<file path="src/design/pmic_ctrl_pkg.sv">
// constants and types shared by the top-control register bank
package pmic_ctrl_pkg;

  // ==========================================================================
  // register offsets
  localparam logic [7:0] ADDR_IRQ_FLAGS = 8'h06;
  localparam logic [7:0] ADDR_IRQ_MASK  = 8'h07;
  localparam logic [7:0] ADDR_RSVD      = 8'h08;
  localparam logic [7:0] ADDR_CTL0      = 8'h09;
  localparam logic [7:0] ADDR_CTL1      = 8'h0a;
  localparam logic [7:0] ADDR_STATUS    = 8'h20;

  // ==========================================================================
  // reset values
  localparam logic [7:0] IRQ_MASK_RST   = 8'hff;
  localparam logic [7:0] CTL0_RST       = 8'h41;
  localparam logic [7:0] CTL1_RST       = 8'h89;

  // ==========================================================================
  // field positions
  localparam int ILIM_MSB     = 7;
  localparam int ILIM_LSB     = 5;
  localparam int ILIM_OTP_BIT = 6;
  localparam int SHIP_BIT     = 4;
  localparam int PD_BIT       = 3;
  localparam int WDT_CHG_BIT  = 2;
  localparam int PG_BIT       = 0;
  localparam int PREWARN_MSB  = 7;
  localparam int PREWARN_LSB  = 6;

  // ==========================================================================
  // serial bus and timing
  localparam logic [6:0] DEV_ADDR          = 7'h2a;
  localparam logic [7:0] RESET_HOLD_CYCLES = 8'h40;

  // ==========================================================================
  // state types
  typedef enum logic [3:0] {
    I2C_IDLE, I2C_ADDR, I2C_ADDR_ACK, I2C_PTR, I2C_PTR_ACK,
    I2C_WR, I2C_WR_ACK, I2C_RD, I2C_RD_ACK
  } i2c_state_t;

  typedef enum logic [1:0] {
    RAIL_OFF, RAIL_WAIT_KEY, RAIL_ON, RAIL_DOWN_HELD
  } rail_state_t;

endpackage

</file>
<file path="src/design/irq_link_if.sv">
// link between the register bank and the regulator interrupt flag bank
`timescale 1ns/10ps
`default_nettype none
interface irq_link_if;
  logic [3:0] ok;
  logic [3:0] mask;
  logic       clr_we;
  logic [3:0] clr_data;
  logic [3:0] flags;
  logic       pending;

  modport bank (output ok, output mask, output clr_we, output clr_data,
                input flags, input pending);
  modport flag_side (input ok, input mask, input clr_we, input clr_data,
                     output flags, output pending);
endinterface
`default_nettype wire

</file>
<file path="src/design/regulator_irq_flags.sv">
// sticky change flags for the four regulator output-ok bits
`timescale 1ns/10ps
`default_nettype none
module regulator_irq_flags
  import pmic_ctrl_pkg::*;
(
  // clock, reset and enable
  input  wire logic   sys_clk,
  input  wire logic   rst,
  input  wire logic   ce,
  // bank side
  irq_link_if.flag_side link
);

  logic [3:0] ok_prev_reg;
  logic [3:0] ok_prev_next;
  logic       primed_reg;
  logic       primed_next;
  logic [3:0] flags_reg;
  logic [3:0] flags_next;
  logic       pending_reg;
  logic       pending_next;
  logic [3:0] change;

  // ==========================================================================
  // next state: a change sets, a write of one clears, set wins over clear
  always_comb
  begin
    ok_prev_next = link.ok;
    primed_next  = 1'b1;
    change       = primed_reg ? (link.ok ^ ok_prev_reg) : 4'h0; // no event on first sample
    flags_next   = flags_reg;
    if (link.clr_we)
    begin
      flags_next = flags_next & ~link.clr_data;
    end
    flags_next   = flags_next | change;
    pending_next = |(flags_next & ~link.mask);          // masked flags stay recorded
  end

  // registers
  always_ff @(posedge sys_clk or posedge rst)
  begin
    if (rst)
    begin
      ok_prev_reg <= 4'h0;
      primed_reg  <= 1'b0;
      flags_reg   <= 4'h0;
      pending_reg <= 1'b0;
    end
    else if (ce)
    begin
      ok_prev_reg <= ok_prev_next;
      primed_reg  <= primed_next;
      flags_reg   <= flags_next;
      pending_reg <= pending_next;
    end
  end

  assign link.flags   = flags_reg;
  assign link.pending = pending_reg;

endmodule
`default_nettype wire

</file>
<file path="src/design/pmic_top_control_regs.sv">
// top-level control registers of the power-management device with serial slave
`timescale 1ns/10ps
`default_nettype none
// Function
// - mask bits 3..0 gate the four regulator voltage interrupts, one masks
// - regulator interrupt mask resets to all ones, reserved bits too
// - current limit code in bits 7:5, 111 disables, resets to 010
// - only middle bit of current limit code loads from one-time storage
// - wake bit 0: supply plug-in enables charging and powers up rails
// - wake bit 1: supply enables charging, rails wait for on-key falling edge
// - writing one to power-down bit starts power-down, resets to zero
// - after power-down by that bit, supply plug-in does not power up
// - watchdog expiry with bit 2 zero: reset low, charging kept, mode 0
// - watchdog expiry with bit 2 one: reset low, mode 0, charging off
// - power-good enable clear disables comparators, forces ok bits to zero
// - prewarn field bits 7:6 selects 3.3 V to 3.6 V, resets to 10
// - regulator flag sets on each ok bit change, held until cleared
module pmic_top_control_regs
  import pmic_ctrl_pkg::*;
(
  // clock, reset, enable
  input  wire logic       sys_clk,
  input  wire logic       rst,
  input  wire logic       ce,
  // two-wire serial bus
  input  wire logic       scl,
  input  wire logic       sda_in,
  output var  logic       sda_out,
  output var  logic       sda_oe,
  // analogue and pin inputs
  input  wire logic       input_supply_ok,
  input  wire logic       on_key_n,
  input  wire logic       wdt_expired,
  input  wire logic       otp_ilim_mid,
  input  wire logic [3:0] regulator_ok_raw,
  // control outputs
  output var  logic [2:0] input_current_limit_code,
  output var  logic [1:0] system_rail_prewarn_level,
  output var  logic       power_good_enable,
  output var  logic [3:0] regulator_ok,
  output var  logic       rails_enable,
  output var  logic       rails_mode0,
  output var  logic       charge_enable,
  output var  logic       system_reset_out_n,
  output var  logic       irq_n
);

  irq_link_if link ();

  // serial slave state
  i2c_state_t  i2c_state_reg, i2c_state_next;
  logic [2:0]  bit_cnt_reg, bit_cnt_next;
  logic [7:0]  shift_reg, shift_next;
  logic [7:0]  ptr_reg, ptr_next;
  logic        rw_reg, rw_next;
  logic        oe_reg, oe_next;
  logic        scl_prev_reg, sda_prev_reg;
  // register file
  logic [7:0]  mask_reg, mask_next;
  logic [7:0]  ctl0_reg, ctl0_next;
  logic [7:0]  ctl1_reg, ctl1_next;
  logic        otp_loaded_reg, otp_loaded_next;
  // control state
  rail_state_t rail_reg, rail_next;
  logic        supply_prev_reg, key_prev_reg;
  logic        chg_block_reg, chg_block_next;
  logic [7:0]  rst_cnt_reg, rst_cnt_next;
  logic [3:0]  ok_reg, ok_next;
  logic        rails_en_reg, mode0_reg, charge_reg, sysrst_n_reg, irq_n_reg;
  // decode helpers
  logic        scl_rise, scl_fall, start_cond, stop_cond;
  logic [7:0]  byte_in, rdata;
  logic        wr_stb, pd_start, supply_rise, key_fall;

  regulator_irq_flags u_flags (
    .sys_clk (sys_clk),
    .rst     (rst),
    .ce      (ce),
    .link    (link)
  );

  // ==========================================================================
  // bus line events; pins are synchronous so one stage of history is enough
  assign scl_rise   = scl & ~scl_prev_reg;
  assign scl_fall   = ~scl & scl_prev_reg;
  assign start_cond = scl & scl_prev_reg & sda_prev_reg & ~sda_in;
  assign stop_cond  = scl & scl_prev_reg & ~sda_prev_reg & sda_in;
  assign byte_in    = {shift_reg[6:0], sda_in};

  // read mux; reserved slot and unmapped addresses read zero
  always_comb
  begin
    if (ptr_reg == ADDR_IRQ_FLAGS)
      rdata = {4'h0, link.flags};
    else if (ptr_reg == ADDR_IRQ_MASK)
      rdata = mask_reg;
    else if (ptr_reg == ADDR_CTL0)
      rdata = ctl0_reg;
    else if (ptr_reg == ADDR_CTL1)
      rdata = ctl1_reg;
    else if (ptr_reg == ADDR_STATUS)
      rdata = {2'h0, rails_en_reg, charge_reg, ok_reg};
    else
      rdata = 8'h00;
  end

  // ==========================================================================
  // serial slave and register file next state
  always_comb
  begin
    i2c_state_next  = i2c_state_reg;
    bit_cnt_next    = bit_cnt_reg;
    shift_next      = shift_reg;
    ptr_next        = ptr_reg;
    rw_next         = rw_reg;
    oe_next         = oe_reg;
    wr_stb          = 1'b0;
    mask_next       = mask_reg;
    ctl0_next       = ctl0_reg;
    ctl1_next       = ctl1_reg;
    otp_loaded_next = 1'b1;
    // the strap is caught once, in the first enabled cycle after release
    if (!otp_loaded_reg)
    begin
      ctl0_next[ILIM_OTP_BIT] = otp_ilim_mid;
    end
    if (start_cond)
    begin
      i2c_state_next = I2C_ADDR;
      bit_cnt_next   = 3'h0;
      oe_next        = 1'b0;
    end
    else if (stop_cond)
    begin
      i2c_state_next = I2C_IDLE;
      oe_next        = 1'b0;
    end
    else if (scl_rise)
    begin
      case (i2c_state_reg)
        I2C_ADDR, I2C_PTR, I2C_WR:
        begin
          shift_next   = byte_in;
          bit_cnt_next = bit_cnt_reg + 3'h1;
          if (bit_cnt_reg == 3'h7)
          begin
            if (i2c_state_reg == I2C_ADDR)
            begin
              rw_next        = byte_in[0];
              i2c_state_next = (byte_in[7:1] == DEV_ADDR) ? I2C_ADDR_ACK : I2C_IDLE;
            end
            else if (i2c_state_reg == I2C_PTR)
            begin
              ptr_next       = byte_in;
              i2c_state_next = I2C_PTR_ACK;
            end
            else
            begin
              wr_stb         = 1'b1;
              ptr_next       = ptr_reg + 8'h01;               // auto-increment
              i2c_state_next = I2C_WR_ACK;
            end
          end
        end
        I2C_RD:
        begin
          bit_cnt_next = bit_cnt_reg + 3'h1;
          if (bit_cnt_reg == 3'h7)
          begin
            ptr_next       = ptr_reg + 8'h01;
            bit_cnt_next   = 3'h0;
            i2c_state_next = I2C_RD_ACK;
          end
        end
        I2C_RD_ACK:
        begin
          // a not-acknowledge from the host ends the read burst
          if (sda_in)
            i2c_state_next = I2C_IDLE;
          else
            bit_cnt_next = 3'h1;
        end
        default:
        begin
        end
      endcase
    end
    else if (scl_fall)
    begin
      case (i2c_state_reg)
        I2C_ADDR_ACK, I2C_PTR_ACK, I2C_WR_ACK:
        begin
          // first fall drives the acknowledge, second fall releases it
          if (!oe_reg)
            oe_next = 1'b1;
          else
          begin
            oe_next      = 1'b0;
            bit_cnt_next = 3'h0;
            if (i2c_state_reg == I2C_ADDR_ACK && rw_reg)
            begin
              shift_next     = rdata;
              oe_next        = ~rdata[7];
              i2c_state_next = I2C_RD;
            end
            else if (i2c_state_reg == I2C_ADDR_ACK)
              i2c_state_next = I2C_PTR;
            else
              i2c_state_next = I2C_WR;
          end
        end
        I2C_RD:
        begin
          shift_next = {shift_reg[6:0], 1'b0};
          oe_next    = ~shift_reg[6];
        end
        I2C_RD_ACK:
        begin
          oe_next = 1'b0;
          if (bit_cnt_reg == 3'h1)
          begin
            shift_next     = rdata;
            oe_next        = ~rdata[7];
            bit_cnt_next   = 3'h0;
            i2c_state_next = I2C_RD;
          end
        end
        default:
        begin
        end
      endcase
    end
    // register writes; the reserved slot swallows its data
    if (wr_stb)
    begin
      if (ptr_reg == ADDR_IRQ_MASK)
        mask_next = byte_in;
      else if (ptr_reg == ADDR_CTL0)
        ctl0_next = byte_in;
      else if (ptr_reg == ADDR_CTL1)
        ctl1_next = byte_in;
    end
  end

  // flag clears reach the flag bank straight from the write path, the mask from mask_reg
  assign link.clr_we   = wr_stb && (ptr_reg == ADDR_IRQ_FLAGS);
  assign link.clr_data = byte_in[3:0];
  assign link.mask     = mask_reg[3:0];
  assign link.ok       = ok_reg;

  // ==========================================================================
  // power sequencing, watchdog and power-good next state
  assign pd_start    = wr_stb && (ptr_reg == ADDR_CTL0) && byte_in[PD_BIT];
  assign supply_rise = input_supply_ok & ~supply_prev_reg;
  assign key_fall    = ~on_key_n & key_prev_reg;

  always_comb
  begin
    rail_next = rail_reg;
    case (rail_reg)
      RAIL_OFF:
      begin
        if (supply_rise && !ctl0_reg[SHIP_BIT])
          rail_next = RAIL_ON;
        else if (supply_rise)
          rail_next = RAIL_WAIT_KEY;
      end
      RAIL_WAIT_KEY:
      begin
        if (key_fall)
          rail_next = RAIL_ON;
        else if (!input_supply_ok)
          rail_next = RAIL_OFF;
      end
      RAIL_ON:
      begin
        if (pd_start)
          rail_next = RAIL_DOWN_HELD;
      end
      default:
      begin
        // supply plug-in is ignored here, only the on-key wakes the rails
        if (key_fall)
          rail_next = RAIL_ON;
      end
    endcase
    // charging block is dropped on supply removal, but a new expiry with bit 2 set wins
    chg_block_next = chg_block_reg & input_supply_ok;
    if (wdt_expired && ctl0_reg[WDT_CHG_BIT])
      chg_block_next = 1'b1;
    rst_cnt_next = (rst_cnt_reg != 8'h00) ? rst_cnt_reg - 8'h01 : 8'h00;
    if (wdt_expired)
      rst_cnt_next = RESET_HOLD_CYCLES;
    ok_next = regulator_ok_raw & {4{ctl0_reg[PG_BIT]}};
  end

  // ==========================================================================
  // registers; everything freezes while ce is low
  always_ff @(posedge sys_clk or posedge rst)
  begin
    if (rst)
    begin
      i2c_state_reg   <= I2C_IDLE;
      bit_cnt_reg     <= 3'h0;
      shift_reg       <= 8'h00;
      ptr_reg         <= 8'h00;
      rw_reg          <= 1'b0;
      oe_reg          <= 1'b0;
      scl_prev_reg    <= 1'b1;
      sda_prev_reg    <= 1'b1;
      mask_reg        <= IRQ_MASK_RST;
      ctl0_reg        <= CTL0_RST;
      ctl1_reg        <= CTL1_RST;
      otp_loaded_reg  <= 1'b0;
      rail_reg        <= RAIL_OFF;
      supply_prev_reg <= 1'b0;
      key_prev_reg    <= 1'b1;
      chg_block_reg   <= 1'b0;
      rst_cnt_reg     <= 8'h00;
      ok_reg          <= 4'h0;
      rails_en_reg    <= 1'b0;
      mode0_reg       <= 1'b0;
      charge_reg      <= 1'b0;
      sysrst_n_reg    <= 1'b1;
      irq_n_reg       <= 1'b1;
    end
    else if (ce)
    begin
      i2c_state_reg   <= i2c_state_next;
      bit_cnt_reg     <= bit_cnt_next;
      shift_reg       <= shift_next;
      ptr_reg         <= ptr_next;
      rw_reg          <= rw_next;
      oe_reg          <= oe_next;
      scl_prev_reg    <= scl;
      sda_prev_reg    <= sda_in;
      mask_reg        <= mask_next;
      ctl0_reg        <= ctl0_next;
      ctl1_reg        <= ctl1_next;
      otp_loaded_reg  <= otp_loaded_next;
      rail_reg        <= rail_next;
      supply_prev_reg <= input_supply_ok;
      key_prev_reg    <= on_key_n;
      chg_block_reg   <= chg_block_next;
      rst_cnt_reg     <= rst_cnt_next;
      ok_reg          <= ok_next;
      rails_en_reg    <= (rail_next == RAIL_ON);
      mode0_reg       <= wdt_expired;
      charge_reg      <= input_supply_ok & ~chg_block_next;
      sysrst_n_reg    <= (rst_cnt_next == 8'h00);
      irq_n_reg       <= ~link.pending;
    end
  end

  // ==========================================================================
  // outputs, all from flip-flops except the tied-low sda_out
  assign sda_out                   = 1'b0;                    // open drain, only oe moves
  assign sda_oe                    = oe_reg;
  assign input_current_limit_code  = ctl0_reg[ILIM_MSB:ILIM_LSB];
  assign system_rail_prewarn_level = ctl1_reg[PREWARN_MSB:PREWARN_LSB];
  assign power_good_enable         = ctl0_reg[PG_BIT];
  assign regulator_ok              = ok_reg;
  assign rails_enable              = rails_en_reg;
  assign rails_mode0               = mode0_reg;
  assign charge_enable             = charge_reg;
  assign system_reset_out_n        = sysrst_n_reg;
  assign irq_n                     = irq_n_reg;

endmodule
`default_nettype wire

</file>
<file path="config.mk">
export PLATFORM = sky130hd
export DESIGN_NAME = pmic_top_control_regs
export DESIGN_NICKNAME = d
export VERILOG_FILES = /design/src/design/pmic_ctrl_pkg.sv /design/src/design/irq_link_if.sv /design/src/design/regulator_irq_flags.sv /design/src/design/pmic_top_control_regs.sv
export SDC_FILE = /design/constraint.sdc
export NUM_CORES = 1
export LEC_CHECK = 0
export CAP_MARGIN = 5
export CORE_MARGIN = 2
export CORE_UTILIZATION = 50
export CTS_CLUSTER_SIZE = 25
export DETAILED_ROUTE_END_ITERATION = 10
export DONT_BUFFER_PORTS = 1
export GPL_ROUTABILITY_DRIVEN = 1
export MAX_ROUTING_LAYER = met4
export SYNTH_ARGS = -nofsm -noshare
export SYNTH_HDL_FRONTEND = slang
export SYNTH_SLANG_ARGS = --single-unit
</file>
<file path="constraint.sdc">
create_clock -name sys_clk -period 3.3 [get_ports sys_clk]
set_input_delay 0.165 -clock sys_clk [delete_from_list [all_inputs] [get_ports sys_clk]]
set_output_delay 0.165 -clock sys_clk [all_outputs]
set_load 0.005 [all_outputs]
</file>
---- Word level (Yosys, flattened, before mapping) ----
Index checks and enable logic that the tools add are counted.
storage, ports and cells
  bits in registers ....................... 82
  bits in latches ......................... 0
  bits in writable memories ............... 0
  memory bits (read-only) ................. 0
  input bits .............................. 13
  output and inout bits ................... 17
  word-level logic and storage cells ...... 205
  memories kept ........................... 0
operators by class
  add/sub/neg operators ................... 3
  multipliers ............................. 0
  divide/modulo/power cells ............... 0
  $lt $le $gt $ge ......................... 0
  eq/ne operators ......................... 38
  shift-type cells ........................ 0
  mux-type cells .......................... 74
  bitwise gates (word level) .............. 32
  reductions and logical operators ........ 31
operator list
  operator                                                               number
  8-bit two-way mux                                                      10
  7-bit two-way mux                                                      9
  4-bit two-way mux                                                      11
  3-bit two-way mux                                                      11
  5-bit != test, second input constant                                   5
  7-bit one-hot mux with 3 select lines                                  1
  9-bit AND reduction                                                    2
  4-bit by 3-bit equality test with 1-bit output, second input constant  4
  8-bit by 3-bit equality test with 1-bit output, second input constant  2
  8-bit by 4-bit equality test with 1-bit output, second input constant  2
  1-bit two-way mux                                                      16
  2-bit two-way mux                                                      8
  8-bit one-hot mux with 2 select lines                                  1
  8-bit AND reduction                                                    2
  1-bit NOT                                                              14
  4-bit AND                                                              3
  4-bit != test, second input constant                                   3
  4-bit one-hot mux with 3 select lines                                  1
  4-bit nonzero test                                                     3
  1-bit AND                                                              11
  5-bit nonzero test                                                     2
  3-bit != test, second input constant                                   3
  3-bit one-hot mux with 3 select lines                                  1
  8-bit by 1-bit adder with 8-bit output, second input constant          1
  37 further kinds                                                       52

---- Logic depth before layout (Yosys ltp) ----
  depth in word-level cells ............... 14
  gate-level depth with buffers ........... 10
  depth with buffers taken out ............ 8

---- Hierarchy ----
A second synthesis with hierarchy kept.
second synthesis, totals
  cells, all modules ...................... 511
  area, all modules ....................... 4926.0 um2
by module, submodules not included
  module                 instances  cells an instance  area an instance (um2)  seq. area each (um2)
  pmic_top_control_regs  1          464                4439.3                  1849.3
  regulator_irq_flags    1          47                 486.7                   250.2

---- Worst setup path before layout ----
No wires, ideal clock.
  path type ............................... register to register
  from .................................... register ptr_reg[1]
  to ...................................... register oe_reg (netlist: sda_oe)
  arrival time ............................ 1.898 ns
  data required time ...................... 3.178 ns
  path slack .............................. 1.281 ns
  cell stages (with the launch flop) ...... 9
  path buffers ............................ 0
  cells stage by stage .................... dfrtp_1 -> inv_1 -> ha_1 -> nor3b_1 -> and2_1 -> a222oi_1 -> a2111oi_0 -> nor2_1 -> a32o_1
between the ends
  cells in the longest elaborated chain, start to end .. 13
  elaborated cells between the ends (all ways) .. 17
RTL lines
  element                                         RTL line                                                    text
  from (decl)                                     pmic_top_control_regs.sv:54                                 logic [7:0] ptr_reg, ptr_next;
  from (signal assigned)                          pmic_top_control_regs.sv:332                                ptr_reg <= ptr_next;
  8-bit by 4-bit equality test with 1-bit output  pmic_top_control_regs.sv:99                                 else if (ptr_reg == ADDR_CTL1)
  8-bit two-way mux                               pmic_top_control_regs.sv:99
  8-bit two-way mux                               pmic_top_control_regs.sv:97                                 else if (ptr_reg == ADDR_CTL0)
  8-bit two-way mux                               pmic_top_control_regs.sv:95                                 else if (ptr_reg == ADDR_IRQ_MASK)
  8-bit two-way mux *                             pmic_top_control_regs.sv:93                                 if (ptr_reg == ADDR_IRQ_FLAGS)
  1-bit NOT *                                     pmic_top_control_regs.sv:203, pmic_top_control_regs.sv:223
  1-bit two-way mux                               pmic_top_control_regs.sv:200                                if (i2c_state_reg == I2C_ADDR_ACK && rw_reg)
  1-bit two-way mux                               pmic_top_control_regs.sv:194                                if (!oe_reg)
  1-bit one-hot mux with 3 select lines *         pmic_top_control_regs.sv:190                                case (i2c_state_reg)
  1-bit two-way mux *                             pmic_top_control_regs.sv:188                                else if (scl_fall)
  1-bit two-way mux *                             pmic_top_control_regs.sv:138                                else if (scl_rise)
  1-bit two-way mux *                             pmic_top_control_regs.sv:133                                else if (stop_cond)
  1-bit two-way mux *                             pmic_top_control_regs.sv:127                                if (start_cond)
  to (signal assigned)                            pmic_top_control_regs.sv:334                                oe_reg <= oe_next;
  to (decl)                                       pmic_top_control_regs.sv:56                                 logic oe_reg, oe_next;
Every way passes the cells marked *; elsewhere a longest branch is shown, timed or not. The select of a mux whose other input is x is not followed.
A chain may end at the register's enable or synchronous reset.

---- Final worst setup path ----
  from .................................... register scl_prev_reg
  to ...................................... register u_flags.flags_reg[0] (netlist: u_flags.link.flags[0])
between the ends
  cells in the longest elaborated chain, start to end .. 8
  elaborated cells between the ends (all ways) .. 13
RTL lines
  element                                         RTL line                                                                               text
  from (decl)                                     pmic_top_control_regs.sv:57                                                            logic scl_prev_reg, sda_prev_reg;
  from (signal assigned)                          pmic_top_control_regs.sv:335                                                           scl_prev_reg <= scl;
  1-bit AND or 1-bit NOT (tied branches)          pmic_top_control_regs.sv:86, pmic_top_control_regs.sv:87, pmic_top_control_regs.sv:84
  1-bit AND, on equally long branches             pmic_top_control_regs.sv:87, pmic_top_control_regs.sv:84
  1-bit AND or 1-bit two-way mux (tied branches)  pmic_top_control_regs.sv:87, pmic_top_control_regs.sv:138
  1-bit two-way mux                               pmic_top_control_regs.sv:133
  1-bit two-way mux *                             pmic_top_control_regs.sv:127
  1-bit logical AND *                             pmic_top_control_regs.sv:246                                                           assign link.clr_we = wr_stb && (ptr_reg == ADDR_IRQ_FLAGS);
  4-bit two-way mux *                             regulator_irq_flags.sv:33                                                              if (link.clr_we)
  4-bit OR *                                      regulator_irq_flags.sv:37                                                              flags_next = flags_next | change;
  to (signal assigned)                            regulator_irq_flags.sv:55                                                              flags_reg <= flags_next;
  to (decl)                                       regulator_irq_flags.sv:19                                                              logic [3:0] flags_reg;
Every way passes the cells marked *; elsewhere a longest branch is shown, timed or not.

==> results.toml <==
[outcome]
status = "finished, final reports clean"

[timing]
max_freq_mhz = 399
hold_viol = 0
fin_skew_ns = 0.0152
period_minus_slack_ns = 2.51
drv_slew = 0
setup_violations = 0
worst_pin_slew_ns = 0.677
final.setup.tns_ns = 0
slew_headroom_pct = 54.2
grt_setup_unrepaired = "no"
fin_crit_sh_pct = 76.0

[route]
wl_per_cell_um = 19.0
drc = 0
ant_nets = 0
wl_um = 11900
route.vias.total = 3799
vias_per_cell = 6.07
drt_iter0_markers = 258
drt-pass1-iter-count = 5

[logic_synthesis]
synthCells = 496
synth_area_leaders = "dfrtp_1, dfstp_2, mux2_2"
synth_edf_count = 0
syn-cell-area_um2 = 4820
ys_seq_area_share_pct = 43.1
synth_top_area_share_pct = 33.2
ys_warn_count = 0
syn_area_per_cell_um2 = 9.71
synth_area_leader_cell = "dfrtp_1"
ys.flop_type = "dfrtp_1"
syn_nets = 521
synthDistinctLibCells = 70
async_flop_share_pct = 100
ys_ff_latch = 82

[clock_network]
cts.clk_slew.worst_paths_ns = 0.09
cts_resized = 0
h-tree-depth = 3
tritoncts = "yes"
cts_buffers = 9
clockRootBuffer = "clkbuf_8"
clock_path_buffers = 2
clk_latency_ns = 0.36
cts_sinks = 82

[finish]
layout.nets = 517
final_cell_mix = "dfrtp_1, nand2_1, mux2_2"
fin_util_pct = 55.9
n_antenna_cell = 0
fin_area_um2 = 5190
drive_gt1_share_pct = 18.7
syn_to_final_growth_pct = 7.74
final_common_cell = "dfrtp_1"
finalNonFillerCells = 626

[min_path]
hold_class = "in2reg"
holdCritStartpoint = "wdt_expired"
holdPathEnd = "rst_cnt_reg[6]$_DFFE_PP0P_"
hold_depth = 2

[worst_setup_path]
r2r_end = "u_flags.link.flags[0]$_DFFE_PP0P_"
ff2ff_path_depth = 8
r2r-start = "scl_prev_reg$_DFFE_PP1P_"
cp.arrival_ns = 2.75
worstPathMaxFanout = 17
r2r_slack_ns = 0.79
critPathLaunchType = "flip-flop"
path_class = "reg2reg"
cp_data_required_time_ns = 3.54
setup.worst_path.end_class = "flip-flop"

[place]
place_inst = 597
port_buffers = 0
place_congestion = 0.945
placed_area_um2 = 4850
dp_hpwl_um = 8310

[global_route]
grt_max_degree = 35
antenna_found_initial = 0
grt_pass1_wl_um = 19700
first_global_vias = 3649
gr-total-overflow = 0
grt_usage_pct = 25.4

[die]
die-area_um2 = 10400
io_pins = 30
start_util_pct = 51.9
core_um2 = 9280
die_x_um = 102
die-height_um = 102
rows = 35

[pwr]
p_per_area_nw_per_um2 = 470
peakVddDrop_mv = 0.193
finalPower_w = 0.00244
p_leak_nw = 2.22

[flow_run]
drv_cap = 0
## area by class of cell
type                    count  area (µm²)
flip-flops and latches     82        2070
well taps                 129         161
inverters                  25        95.1
repair buffers             15         155
clock inverters             5        61.3
fillers                   858        4090
clock buffers              11         141
multi-input cells         359        2500
## cells by family after synthesis
logic type               count (synthesis)  share of synthesized area (%)
AND/OR/NAND/NOR                        151                           17.4
AO/OA/AOI/OAI                          143                           19.6
flip-flops                              82                           43.1
buffers and inverters                   55                           5.01
multiplexers                            44                           10.2
adder cells (fa/ha/maj)                 13                           3.32
XOR/XNOR                                 7                           1.27
other                                    1                         0.0778
## critical path, stage by stage (launching register included)
cell,delay (ns)
dfstp_2,0.39
inv_1,0.06
ha_1,0.52
nand2_2,0.12
a211o_1,0.39
nor4_1,0.43
and2_1,0.28
nand2_1,0.08
o2bb2ai_1,0.14
## metal layers
layer	global-route usage, %	share of wire [%]	vias up
met1	34.8	46	1853
li1	-	-	1799
met5	-	0	-
met3	3.15	4.8	26
met4	8.51	1.9	0
met2	39.3	47	121
## cell usage after synthesis (6+ instances only)
cell type  number
o2bb2ai_1       8
nor3_1         10
dfrtp_1        64
mux2_2         40
a21o_1          6
buf_4           7
o22ai_1        10
a21oi_1        34
dfstp_2        18
inv_1          25
nand3_1        15
o21ai_0        36
nor2_1         21
clkbuf_1       15
nand2_1        43
nor3b_1         6
nand2b_1        6
buf_2           6
ha_1           12
nor2b_1        10
## power by group
group          switching, W  internal, W  total (W)
Clock              0.000382     0.000375   0.000757
Sequential         0.000137      0.00109    0.00123
Combinational      0.000259     0.000196   0.000455
## metrics by stage
step | worst slack, ns | hold slack, ns
6_report | 0.793 | 0.0135
5_1_grt | 0.577 | 0.0232
4_1_cts | 0.811 | 0.00577
3_5_place_dp | 0.819 | 0.137
3_3_place_gp | 0.870 | 0.133
2_1_floorplan | 1.06 | 0.279
## worst max-delay path by stage
stage | from | to | depth (start not counted)
4_1_cts | scl_prev_reg$_DFFE_PP1P_ | u_flags.link.flags[3]$_DFFE_PP0P_ | 8
3_3_place_gp | scl_prev_reg$_DFFE_PP1P_ | ctl1_reg[4]$_DFFE_PP0P_ | 8
5_1_grt | scl_prev_reg$_DFFE_PP1P_ | ptr_reg[3]$_DFFE_PP0P_ | 8
3_5_place_dp | scl_prev_reg$_DFFE_PP1P_ | u_flags.link.flags[3]$_DFFE_PP0P_ | 8
2_1_floorplan | rst | bit_cnt_reg[0]$_DFFE_PP0P_ | 1
6_report | scl_prev_reg$_DFFE_PP1P_ | u_flags.link.flags[0]$_DFFE_PP0P_ | 8
## timing repair
action                                  4_1_cts  5_1_grt
setup buffers                                 0        0
endpoints found under the setup margin        0        0
endpoints found under the hold margin        56        0
hold buffers                                 13        0
Note: power is estimated with default switching activity, not from simulation.
